--- src/cis_pkg.sv ---
package cis_pkg;
  // widths of the fields this block keeps
  localparam int LINK_W = 4;
  localparam int STK_W  = 4;
  localparam int PRIO_W = 8;
  localparam int ATOM_W = 8;
  // nesting stack: one slot per taken interrupt
  localparam int NEST_DEPTH = 16;
  localparam int DEPTH_W    = 5;
  localparam int NADDR_W    = 4;
  localparam logic [DEPTH_W-1:0] NEST_FULL  = 5'h10;
  localparam logic [DEPTH_W-1:0] CEIL_LEVEL = 5'h0f;
  // register byte offsets
  localparam logic [3:0] ADDR_INTERRUPT_STATUS_WORD = 4'h0;
  localparam logic [3:0] ADDR_DECODE_PHASE_STATUS_WORD = 4'h4;
  localparam logic [3:0] ADDR_CFG  = 4'h8;
  localparam logic [3:0] ADDR_STK  = 4'hc;
  // interrupt status word fields
  localparam int INTERRUPT_STATUS_WORD_LINK_LSB  = 27;
  localparam int INTERRUPT_STATUS_WORD_LOW_PRIO_STACK_SELECT_LSB = 21;
  localparam int INTERRUPT_STATUS_WORD_CURSP_LSB = 16;
  localparam int INTERRUPT_STATUS_WORD_ATOM_LSB  = 8;
  localparam int INTERRUPT_STATUS_WORD_NONMASKABLE_LINE_FLAG_BIT  = 2;
  localparam int INTERRUPT_STATUS_WORD_RTF_BIT   = 1;
  localparam int INTERRUPT_STATUS_WORD_LOWF_BIT  = 0;
  // decode phase status word fields
  localparam int DECODE_PHASE_STATUS_WORD_RETURN_ORIGIN_LINK_LSB = 27;
  localparam int DECODE_PHASE_STATUS_WORD_PRIO_LSB  = 19;
  localparam int DECODE_PHASE_STATUS_WORD_STATE_LSB = 17;
  localparam int DECODE_PHASE_STATUS_WORD_LOW_PRIO_ACCEPT_ENABLE_BIT  = 16;
  localparam int DECODE_PHASE_STATUS_WORD_CALLER_ORIGIN_LINK_LSB = 8;
  // configuration and stack words
  localparam int CFG_WARN_LSB  = 0;
  localparam int CFG_LOW_PRIO_STACK_SELECT_LSB = 8;
  localparam int STK_PTR_LSB   = 0;
  localparam int STK_CEIL_LSB  = 8;
  // reset values
  localparam logic              LOW_PRIO_ACCEPT_ENABLE_RST  = 1'b0;
  localparam logic [DEPTH_W-1:0] WARN_RST = 5'h0c;
  localparam logic [STK_W-1:0]  LOW_PRIO_STACK_SELECT_RST = 4'h0;
  localparam logic [LINK_W-1:0] LINK_RST  = 4'h0;

  typedef enum logic [1:0] {
    CIS_MAIN = 2'b00,
    CIS_LOW  = 2'b01,
    CIS_RT   = 2'b10,
    CIS_NMI  = 2'b11
  } cis_state_type;

  // events from the cpu pipeline
  typedef struct packed {
    logic [LINK_W-1:0] d2Link;
    logic [STK_W-1:0]  curStack;
    logic              packetDone;
    logic              atomicLoad;
    logic [ATOM_W-1:0] atomicValue;
    logic              protCallRet;
    logic              protReturn;
    logic [LINK_W-1:0] returnLink;
    logic              callMade;
    logic [LINK_W-1:0] callerLink;
    logic              enableNestOp;
    logic              disableLowOp;
    logic              handlerExit;
  } cis_pipe_type;

  // requests forwarded by the aggregator
  typedef struct packed {
    logic              nmiReq;
    logic              rtReq;
    logic [PRIO_W-1:0] rtPrio;
    logic              lowReq;
    logic [PRIO_W-1:0] lowPrio;
    logic              lowSupervisor;
  } cis_req_type;

  typedef struct packed {
    logic takeNmi;
    logic takeRt;
    logic takeLow;
  } cis_ack_type;

  // state exported to the aggregator
  typedef struct packed {
    cis_state_type      handlerState;
    logic [DEPTH_W-1:0] rtStackPtr;
    logic [DEPTH_W-1:0] warnLevel;
    logic [DEPTH_W-1:0] ceilLevel;
    logic [STK_W-1:0]   lowStackSel;
    logic [LINK_W-1:0]  currentLink;
  } cis_link_type;

  // one saved context on the nesting stack
  typedef struct packed {
    cis_state_type     state;
    logic [PRIO_W-1:0] prio;
  } cis_entry_type;
endpackage

--- src/cis_ctrl.sv ---
// The Avalon-MM register port and the register offsets were left to the implementer.
`timescale 1ns/100ps
// Function
// - current link follows d2 packet source
// - low line waits for matching stack
// - rt/nmi on rt stack, low on chosen
// - atomic stretch up to 256 packets
// - nonzero countdown blocks rt and low
// - nmi not blocked by countdown, resets it
// - line flag set on take, cleared exit
// - nested flags stay until all serviced
// - record origin of protected return
// - handler priority for rt/low handlers
// - state codes main low rt nmi
// - handler state exported to aggregator
// - low accepted only when enable set or supervisor
// - low take clears accept enable
// - record caller link of function
// - only same or higher lines nest in lower
// - nothing nests inside nmi handler
// - countdown delays rt/low in every state, not nmi
// - atomic op loads 8-bit, packets count
// - ops set and clear accept enable
// - supervisor low ignores accept enable
module cis_ctrl
  import cis_pkg::*;
(
  input  wire logic        sys_clk,
  input  wire logic        rst_n,
  input  wire logic [3:0]  avmAddress,
  input  wire logic        avmRead,
  input  wire logic        avmWrite,
  input  wire logic [31:0] avmWritedata,
  output logic      [31:0] avmReaddata,
  output logic             avmWaitrequest,
  input  cis_pipe_type     pipe,
  input  cis_req_type      req,
  output cis_ack_type      ack,
  output cis_link_type     aggr
);
  // bus slave
  logic        waitReq_r;      // waitrequest, high when idle
  logic [31:0] rdData_r;       // read data register
  wire         busReq;         // any request present
  wire         busTake;        // request sampled this edge
  wire         wrTake;         // write taking effect
  wire         selDsts;        // decode status selected
  wire         selCfg;         // config word selected
  logic [31:0] rdMux;          // read selection

  // status state
  logic [LINK_W-1:0]  curLink_r;   // link of d2 packet
  logic [LINK_W-1:0]  retLink_r;   // protected return origin
  logic [LINK_W-1:0]  callLink_r;  // caller origin
  logic [STK_W-1:0]   curStack_r;  // active stack index
  logic [STK_W-1:0]   lowStack_r;  // stack for low line
  logic [DEPTH_W-1:0] warn_r;      // nesting warning level
  logic [ATOM_W-1:0]  atom_r;      // atomic countdown
  logic [ATOM_W-1:0]  atom_nxt;
  logic               low_prio_accept_enable_r;      // low accept enable
  logic               low_prio_accept_enable_nxt;
  cis_state_type      state_r;     // handler state
  cis_state_type      state_nxt;
  logic [PRIO_W-1:0]  prio_r;      // handler priority
  logic [PRIO_W-1:0]  prio_nxt;

  // nesting bookkeeping
  logic [DEPTH_W-1:0] depth_r;     // slots in use
  logic [DEPTH_W-1:0] rtPtr_r;     // rt stack frames, rt plus nmi
  logic [DEPTH_W-1:0] lowCnt_r;    // nested low handlers
  logic [DEPTH_W-1:0] rtCnt_r;     // nested rt handlers
  logic               nonmaskable_line_flag_r;      // nmi handler active
  logic               settle_r;    // stack read catching up
  cis_ack_type        ack_r;       // take pulses
  cis_entry_type      topEntry;    // saved context on top
  cis_entry_type      pushEntry;   // context being saved

  // decisions
  wire atomZero;     // countdown expired
  wire stackRoom;    // a free nesting slot
  wire quiet;        // no stack update in flight
  wire nmiOk;
  wire rtOk;
  wire lowOk;
  wire takeNmi;
  wire takeRt;
  wire takeLow;
  wire anyTake;
  wire popEv;        // handler exit retiring
  wire lowEnabled;   // enable or supervisor override

  // bus slave: one wait state per access
  assign busReq  = avmRead | avmWrite;
  // waitrequest low for one cycle marks the taking edge
  assign busTake = busReq & ~waitReq_r;
  assign wrTake  = avmWrite & busTake;
  assign selDsts = avmAddress == ADDR_DECODE_PHASE_STATUS_WORD;
  assign selCfg  = avmAddress == ADDR_CFG;

  // read selection, unmapped offsets read zero
  always_comb begin
    rdMux = '0;
    case (avmAddress)
      ADDR_INTERRUPT_STATUS_WORD: begin
        // plain view, no read side effect
        rdMux[INTERRUPT_STATUS_WORD_LINK_LSB +: LINK_W]  = curLink_r;
        rdMux[INTERRUPT_STATUS_WORD_LOW_PRIO_STACK_SELECT_LSB +: STK_W]  = lowStack_r;
        rdMux[INTERRUPT_STATUS_WORD_CURSP_LSB +: STK_W]  = curStack_r;
        rdMux[INTERRUPT_STATUS_WORD_ATOM_LSB +: ATOM_W]  = atom_r;
        rdMux[INTERRUPT_STATUS_WORD_NONMASKABLE_LINE_FLAG_BIT]            = nonmaskable_line_flag_r;
        rdMux[INTERRUPT_STATUS_WORD_RTF_BIT]             = rtCnt_r != '0;
        rdMux[INTERRUPT_STATUS_WORD_LOWF_BIT]            = lowCnt_r != '0;
      end
      ADDR_DECODE_PHASE_STATUS_WORD: begin
        rdMux[DECODE_PHASE_STATUS_WORD_RETURN_ORIGIN_LINK_LSB +: LINK_W] = retLink_r;
        rdMux[DECODE_PHASE_STATUS_WORD_PRIO_LSB +: PRIO_W]  = prio_r;
        rdMux[DECODE_PHASE_STATUS_WORD_STATE_LSB +: 2]      = state_r;
        rdMux[DECODE_PHASE_STATUS_WORD_LOW_PRIO_ACCEPT_ENABLE_BIT]            = low_prio_accept_enable_r;
        rdMux[DECODE_PHASE_STATUS_WORD_CALLER_ORIGIN_LINK_LSB +: LINK_W] = callLink_r;
      end
      ADDR_CFG: begin
        rdMux[CFG_WARN_LSB +: DEPTH_W]  = warn_r;
        rdMux[CFG_LOW_PRIO_STACK_SELECT_LSB +: STK_W]   = lowStack_r;
      end
      ADDR_STK: begin
        rdMux[STK_PTR_LSB +: DEPTH_W]   = rtPtr_r;
        rdMux[STK_CEIL_LSB +: DEPTH_W]  = CEIL_LEVEL;
      end
      default: begin
        rdMux = '0;
      end
    endcase
  end

  // handshake register
  always_ff @(posedge sys_clk or negedge rst_n) begin
    if (!rst_n) begin
      waitReq_r <= 1'b1;
      rdData_r  <= '0;
    end else begin
      waitReq_r <= !(busReq && waitReq_r);
      // data loaded while waitrequest is high
      if (avmRead && waitReq_r) begin
        rdData_r <= rdMux;
      end
    end
  end

  // software configuration; interrupt status word writes ignored
  always_ff @(posedge sys_clk or negedge rst_n) begin
    if (!rst_n) begin
      warn_r     <= WARN_RST;
      lowStack_r <= LOW_PRIO_STACK_SELECT_RST;
    end else if (wrTake && selCfg) begin
      warn_r     <= avmWritedata[CFG_WARN_LSB +: DEPTH_W];
      // low line stack choice
      lowStack_r <= avmWritedata[CFG_LOW_PRIO_STACK_SELECT_LSB +: STK_W];
    end
  end

  // link tracking
  always_ff @(posedge sys_clk or negedge rst_n) begin
    if (!rst_n) begin
      curLink_r  <= LINK_RST;
      retLink_r  <= LINK_RST;
      callLink_r <= LINK_RST;
      curStack_r <= '0;
    end else begin
      // link of the packet now in d2
      curLink_r  <= pipe.d2Link;
      curStack_r <= pipe.curStack;
      if (pipe.protReturn) begin
        retLink_r <= pipe.returnLink;
      end
      // calls from handlers count as well
      if (pipe.callMade) begin
        callLink_r <= pipe.callerLink;
      end
    end
  end

  // acceptance
  assign atomZero   = atom_r == '0;
  assign stackRoom  = depth_r != NEST_FULL;
  // an exit or a fresh push keeps the top entry stale
  assign quiet      = !settle_r && !pipe.handlerExit;
  // supervisor requests bypass the enable
  assign lowEnabled = low_prio_accept_enable_r || req.lowSupervisor;

  // nmi ignores the countdown, never inside nmi
  assign nmiOk = req.nmiReq && state_r != CIS_NMI
               && stackRoom && quiet;
  // rt may nest in main, low or rt
  assign rtOk  = req.rtReq && state_r != CIS_NMI
               && atomZero
               && stackRoom && quiet;
  // low nests only in main or low
  assign lowOk = req.lowReq
               && (state_r == CIS_MAIN || state_r == CIS_LOW)
               && atomZero
               && lowEnabled
               && lowStack_r == curStack_r
               && stackRoom && quiet;

  // one take per cycle, nmi first
  assign takeNmi = nmiOk;
  assign takeRt  = rtOk && !nmiOk;
  assign takeLow = lowOk && !nmiOk && !rtOk;
  assign anyTake = takeNmi | takeRt | takeLow;
  assign popEv   = pipe.handlerExit && depth_r != '0 && !settle_r;

  // atomic countdown
  always_comb begin
    atom_nxt = atom_r;
    if (takeNmi) begin
      atom_nxt = '0;
    end else if (pipe.protCallRet) begin
      atom_nxt = '0;
    end else if (pipe.atomicLoad) begin
      // reload even while still running
      atom_nxt = pipe.atomicValue;
    end else if (pipe.packetDone && !atomZero) begin
      // with the loading packet, 256 at most
      atom_nxt = atom_r - 1'b1;
    end
  end

  // low accept enable
  always_comb begin
    low_prio_accept_enable_nxt = low_prio_accept_enable_r;
    if (takeLow) begin
      // the take wins so a handler starts closed
      low_prio_accept_enable_nxt = 1'b0;
    end else if (pipe.disableLowOp) begin
      low_prio_accept_enable_nxt = 1'b0;
    end else if (pipe.enableNestOp) begin
      low_prio_accept_enable_nxt = 1'b1;
    end else if (wrTake && selDsts) begin
      low_prio_accept_enable_nxt = avmWritedata[DECODE_PHASE_STATUS_WORD_LOW_PRIO_ACCEPT_ENABLE_BIT];
    end
  end

  // handler state and priority
  always_comb begin
    state_nxt = state_r;
    prio_nxt  = prio_r;
    if (takeNmi) begin
      state_nxt = CIS_NMI;
      prio_nxt  = '0;
    end else if (takeRt) begin
      state_nxt = CIS_RT;
      prio_nxt  = req.rtPrio;
    end else if (takeLow) begin
      state_nxt = CIS_LOW;
      prio_nxt  = req.lowPrio;
    end else if (popEv) begin
      // resume the interrupted context
      state_nxt = topEntry.state;
      prio_nxt  = topEntry.prio;
    end
  end

  assign pushEntry = '{state: state_r, prio: prio_r};

  // state registers
  always_ff @(posedge sys_clk or negedge rst_n) begin
    if (!rst_n) begin
      atom_r   <= '0;
      low_prio_accept_enable_r   <= LOW_PRIO_ACCEPT_ENABLE_RST;
      state_r  <= CIS_MAIN;
      prio_r   <= '0;
      settle_r <= 1'b0;
      ack_r    <= '0;
    end else begin
      atom_r   <= atom_nxt;
      low_prio_accept_enable_r   <= low_prio_accept_enable_nxt;
      state_r  <= state_nxt;
      prio_r   <= prio_nxt;
      // read port lags one cycle behind a stack change
      settle_r <= anyTake | popEv;
      ack_r    <= '{takeNmi: takeNmi, takeRt: takeRt, takeLow: takeLow};
    end
  end

  // nesting depth and per-line counts
  always_ff @(posedge sys_clk or negedge rst_n) begin
    if (!rst_n) begin
      depth_r  <= '0;
      lowCnt_r <= '0;
      rtCnt_r  <= '0;
      rtPtr_r  <= '0;
      nonmaskable_line_flag_r   <= 1'b0;
    end else if (anyTake) begin
      // flag set as the line is taken
      depth_r <= depth_r + 1'b1;
      // rt and nmi frames go on the rt stack
      if (takeRt || takeNmi) begin
        rtPtr_r <= rtPtr_r + 1'b1;
      end
      if (takeNmi) begin
        nonmaskable_line_flag_r <= 1'b1;
      end
      if (takeRt) begin
        rtCnt_r <= rtCnt_r + 1'b1;
      end
      if (takeLow) begin
        lowCnt_r <= lowCnt_r + 1'b1;
      end
    end else if (popEv) begin
      depth_r <= depth_r - 1'b1;
      // the exiting line is the one now running
      case (state_r)
        CIS_NMI: begin
          nonmaskable_line_flag_r  <= 1'b0;
          rtPtr_r <= rtPtr_r - 1'b1;
        end
        CIS_RT: begin
          // flag holds while others remain
          rtCnt_r <= rtCnt_r - 1'b1;
          rtPtr_r <= rtPtr_r - 1'b1;
        end
        CIS_LOW: begin
          lowCnt_r <= lowCnt_r - 1'b1;
        end
        default: begin
          depth_r <= depth_r;
        end
      endcase
    end
  end

  // saved contexts
  cis_nest_mem u_nest_mem (
    .sys_clk (sys_clk),
    .rst_n   (rst_n),
    .wrEn    (anyTake),
    .wrAddr  (depth_r[NADDR_W-1:0]),
    .wrData  (pushEntry),
    .rdAddr  (NADDR_W'(depth_r - 1'b1)),
    .rdData  (topEntry)
  );

  // outputs
  assign avmReaddata    = rdData_r;
  assign avmWaitrequest = waitReq_r;
  assign ack            = ack_r;
  // the aggregator paces rt and low forwarding on this
  assign aggr.handlerState = state_r;
  // kept in its own flop, no adder on the pin
  assign aggr.rtStackPtr   = rtPtr_r;
  assign aggr.warnLevel    = warn_r;
  // one slot kept back for an nmi
  assign aggr.ceilLevel    = CEIL_LEVEL;
  assign aggr.lowStackSel  = lowStack_r;
  assign aggr.currentLink  = curLink_r;
endmodule // cis_ctrl

--- src/cis_nest_mem.sv ---
`timescale 1ns/100ps
module cis_nest_mem
  import cis_pkg::*;
(
  input  wire logic               sys_clk,
  input  wire logic               rst_n,
  input  wire logic               wrEn,
  input  wire logic [NADDR_W-1:0] wrAddr,
  input  cis_entry_type           wrData,
  input  wire logic [NADDR_W-1:0] rdAddr,
  output cis_entry_type           rdData
);
  // saved contexts, no reset needed on the array
  cis_entry_type mem [NEST_DEPTH];
  cis_entry_type rdData_r;

  // write port
  always_ff @(posedge sys_clk) begin
    if (wrEn) begin
      mem[wrAddr] <= wrData;
    end
  end

  // registered read, old data on a same-address write
  always_ff @(posedge sys_clk or negedge rst_n) begin
    if (!rst_n) begin
      rdData_r <= '0;
    end else begin
      rdData_r <= mem[rdAddr];
    end
  end

  assign rdData = rdData_r;
endmodule // cis_nest_mem

--- config.mk ---
export PLATFORM = sky130hd
export DESIGN_NAME = cis_ctrl
export DESIGN_NICKNAME = d
export VERILOG_FILES = /design/src/cis_pkg.sv /design/src/cis_ctrl.sv /design/src/cis_nest_mem.sv
export SDC_FILE = /design/constraint.sdc
export NUM_CORES = 1
export LEC_CHECK = 0
export BUFFER_PORTS_ARGS = -buffer_cell sky130_fd_sc_hd__buf_2
export CORE_ASPECT_RATIO = 1.1
export CORE_MARGIN = 2
export CORE_UTILIZATION = 25
export DETAILED_ROUTE_END_ITERATION = 8
export PLACE_DENSITY = 0.38
export SKIP_CTS_REPAIR_TIMING = 1
export SLEW_MARGIN = 20
export SYNTH_ARGS = -nofsm -noshare
export SYNTH_HDL_FRONTEND = slang
export SYNTH_SLANG_ARGS = --single-unit
--- constraint.sdc ---
create_clock -name sys_clk -period 5.7 [get_ports sys_clk]
set_clock_uncertainty 0.1 [all_clocks]
set_input_delay 0.855 -clock sys_clk [delete_from_list [all_inputs] [get_ports sys_clk]]
set_output_delay 0.855 -clock sys_clk [all_outputs]
set_load 0.005 [all_outputs]
==> flow_summary.json <==
{
  "die_y_um": 228,
  "cts_tree": "yes",
  "slew_violations": 0,
  "clkTransAtPathRegs_ns": 0.06,
  "vias_per_cell": 4.50,
  "tns_ns": 0,
  "drtIter0Drc": 442,
  "fin_crit_ns": 3.54,
  "drive_gt1_share_pct": 31.1,
  "grt_pass1_vias": 6998,
  "startpoint_type": "flip-flop",
  "io_buffers": 121,
  "cts_buffer_depth": 3,
  "tightest_slew_ns": 0.960,
  "synth_common_cells": "edfxtp_1, dfrtp_1, nand2_1",
  "cts_inserted_buffers": 31,
  "netlist.top_cell.by_area": "edfxtp_1",
  "synthArstFlopShare_pct": 40.3,
  "synthDistinctLibCells": 63,
  "first_pass_iters": 4,
  "yosysWarningCount": 0,
  "cp-end-kind": "flip-flop",
  "synthToLayoutAreaGrowth_pct": 21.0,
  "io_pins": 153,
  "slew_headroom_pct": 35.7,
  "yosys.area.top_type_share_pct": 42.3,
  "synth_most_common_cell": "edfxtp_1",
  "num_vias": 6783,
  "grt_max_degree": 49,
  "antenna_found_initial": 4,
  "die-area_sq_um": 47200,
  "clock.fmax_mhz": 282,
  "gp_congestion": 0.758,
  "cts_max_level": 1,
  "vdd.ir_drop.worst_mv": 0.313,
  "setup_viol": 0,
  "clock_sinks": 268,
  "finalHoldViolCount": 0,
  "start_util_pct": 25.4,
  "clock_latency_ns": 0.59,
  "drt-total-wl_um": 30400,
  "leakage_nw": 5.21,
  "final_util_pct": 30.8,
  "grt_first_pass_wirelength_um": 46100,
  "hold_class": "input port to async pin",
  "total_power_w": 0.00688,
  "grt_usage_pct": 12.9,
  "status": "finished clean",
  "fin_hold_ws_ns": 0.117,
  "ctsRootBufferMaster": "clkbuf_16",
  "chipWidth_um": 207,
  "syn_inst": 749,
  "maxCapViolCount": 0,
  "fillers": 4485,
  "post-route-period-util_pct": 62.1,
  "ant_nets": 0,
  "critPathRequiredTime_ns": 6.08,
  "power_density_nw_per_um2": 500,
  "dp_hpwl_um": 20800,
  "drt_drc_violations_left": 0,
  "core_sq_um": 44700,
  "mappedNetlistArea_sq_um": 11400,
  "grt_overflow": 0,
  "yosys_most_used_dff": "edfxtp_1",
  "path_class": "flip-flop to flip-flop",
  "rsz0062_at_grt": "false",
  "synth_enable_flop_cells": 160,
  "postSynthAreaPerCell_sq_um": 15.2,
  "synthTopCellsByArea": "edfxtp_1, dfrtp_1, mux4_2, mux2_2, nand2_1",
  "nNetsFinal": 1007,
  "wl_per_cell_um": 20.2,
  "ys_seq_elements": 268,
  "path_max_fanout": 16,
  "crit_arrival_ns": 3.92,
  "row_count": 81,
  "seq_area_frac_synth_pct": 66.1,
  "r2r_cells": 12
}
[sequential cells by signal, summed over array words and instances (netlist names)]
| signal | flops |
|---|---|
| u_nest_mem.mem | 160 |
| avmReaddata | 28 |
| u_nest_mem.rdData | 10 |
| atom_r | 8 |
| prio_r | 8 |
| depth_r | 5 |
| lowCnt_r | 5 |
| rtCnt_r | 5 |
| rtPtr_r | 5 |
| warn_r | 5 |
| callLink_r | 4 |
| curLink_r | 4 |
| curStack_r | 4 |
| lowStack_r | 4 |
| retLink_r | 4 |
| ack | 3 |
| state_r | 2 |
| avmWaitrequest | 1 |
| low_prio_accept_enable_r | 1 |
| nonmaskable_line_flag_r | 1 |
| settle_r | 1 |
[final cells by class]
| type | count | area (sq um) | share of cell area (%) |
|---|---|---|---|
| diodes | 1 | 2.50 | 0.0182 |
| repair buffers | 149 | 818 | 5.95 |
| well taps | 581 | 727 | 5.28 |
| clock buffers | 50 | 897 | 6.52 |
| clock inverters | 8 | 82.6 | 0.600 |
| inverters | 14 | 52.6 | 0.382 |
| flip-flops and latches | 268 | 7510 | 54.6 |
| multi-input cells | 435 | 3660 | 26.6 |
[per-stage QoR]
| stage | setup slack [ns] | std cells | cell area [sq um] |
|---|---|---|---|
| after floorplan | 2.05 | 756 | 11400 |
| after global placement | 1.86 | 1447 | 12800 |
| after detailed placement | 1.85 | 1447 | 12800 |
| after CTS | 2.09 | 1505 | 13800 |
| after global routing | 1.85 | 1505 | 13800 |
| final | 2.16 | 1506 | 13800 |
[cells in the final DEF (no fill, tap or decap), types with 14 or more instances in the layout]
master,n
edfxtp_1,160
buf_2,120
dfrtp_1,104
nand2_1,71
nor2_1,51
mux4_2,49
o21ai_0,41
clkbuf_16,31
buf_4,29
mux2_2,26
xnor2_1,23
nor3_1,15
ha_1,15
clkbuf_1,14
[critical path: stages, from the launching register on]
cell and delay [ns]:
dfrtp_1 0.40, inv_1 0.10, ha_1 0.18, nor4bb_1 0.68, a21oi_1 0.34, o32ai_4 0.20, inv_2 0.21, ha_1 0.37
nand3_1 0.11, nor3_1 0.23, a311oi_2 0.09, and3_1 0.20, o31ai_1 0.22
[power breakdown]
| group | switching, W | internal [W] |
|---|---|---|
| clock network | 0.000806 | 0.00112 |
| logic | 0.00112 | 0.00101 |
| registers | 0.000336 | 0.00248 |
[per-layer routing]
metal	GRT usage, %	up-vias	routed length, um
li1	-	3159	-
met1	17.7	3441	14300
met2	20.9	132	14200
met5	0	-	36
met3	2.75	45	1280
met4	3.25	6	669
[logic make-up (layout without fill, tap and decap cells)]
logic type / count (synthesis) / in the layout / share of synthesized area, %
AOI/OAI and AO/OA: 121 / 121 / 7.22
adders and majority gates: 16 / 16 / 1.76
DFF: 268 / 268 / 66.1
xor gates and xnor gates: 31 / 31 / 2.39
buffers and inverters: 53 / 221 / 2.13
muxes: 84 / 84 / 13.2
and+or+nand+nor: 174 / 174 / 7.15
other: 2 / 10 / 0.0661
[final timing paths]
check | start | endpoint | slack [ns]
worst max-delay path | atom_r[0] | rtCnt_r[3] | 2.16
worst min-delay path | rst_n | warn_r[0] | 0.12
worst max register to register | atom_r[0] | rtCnt_r[3] | 2.16
worst min register to register | rtCnt_r[4] | rtCnt_r[4] | 0.37
max in group asynchronous | rst_n | depth_r[0] | 4.46
min in group sys_clk | pipe[28] | curLink_r[0] | 0.28
Power figures use the tool's default switching activity.
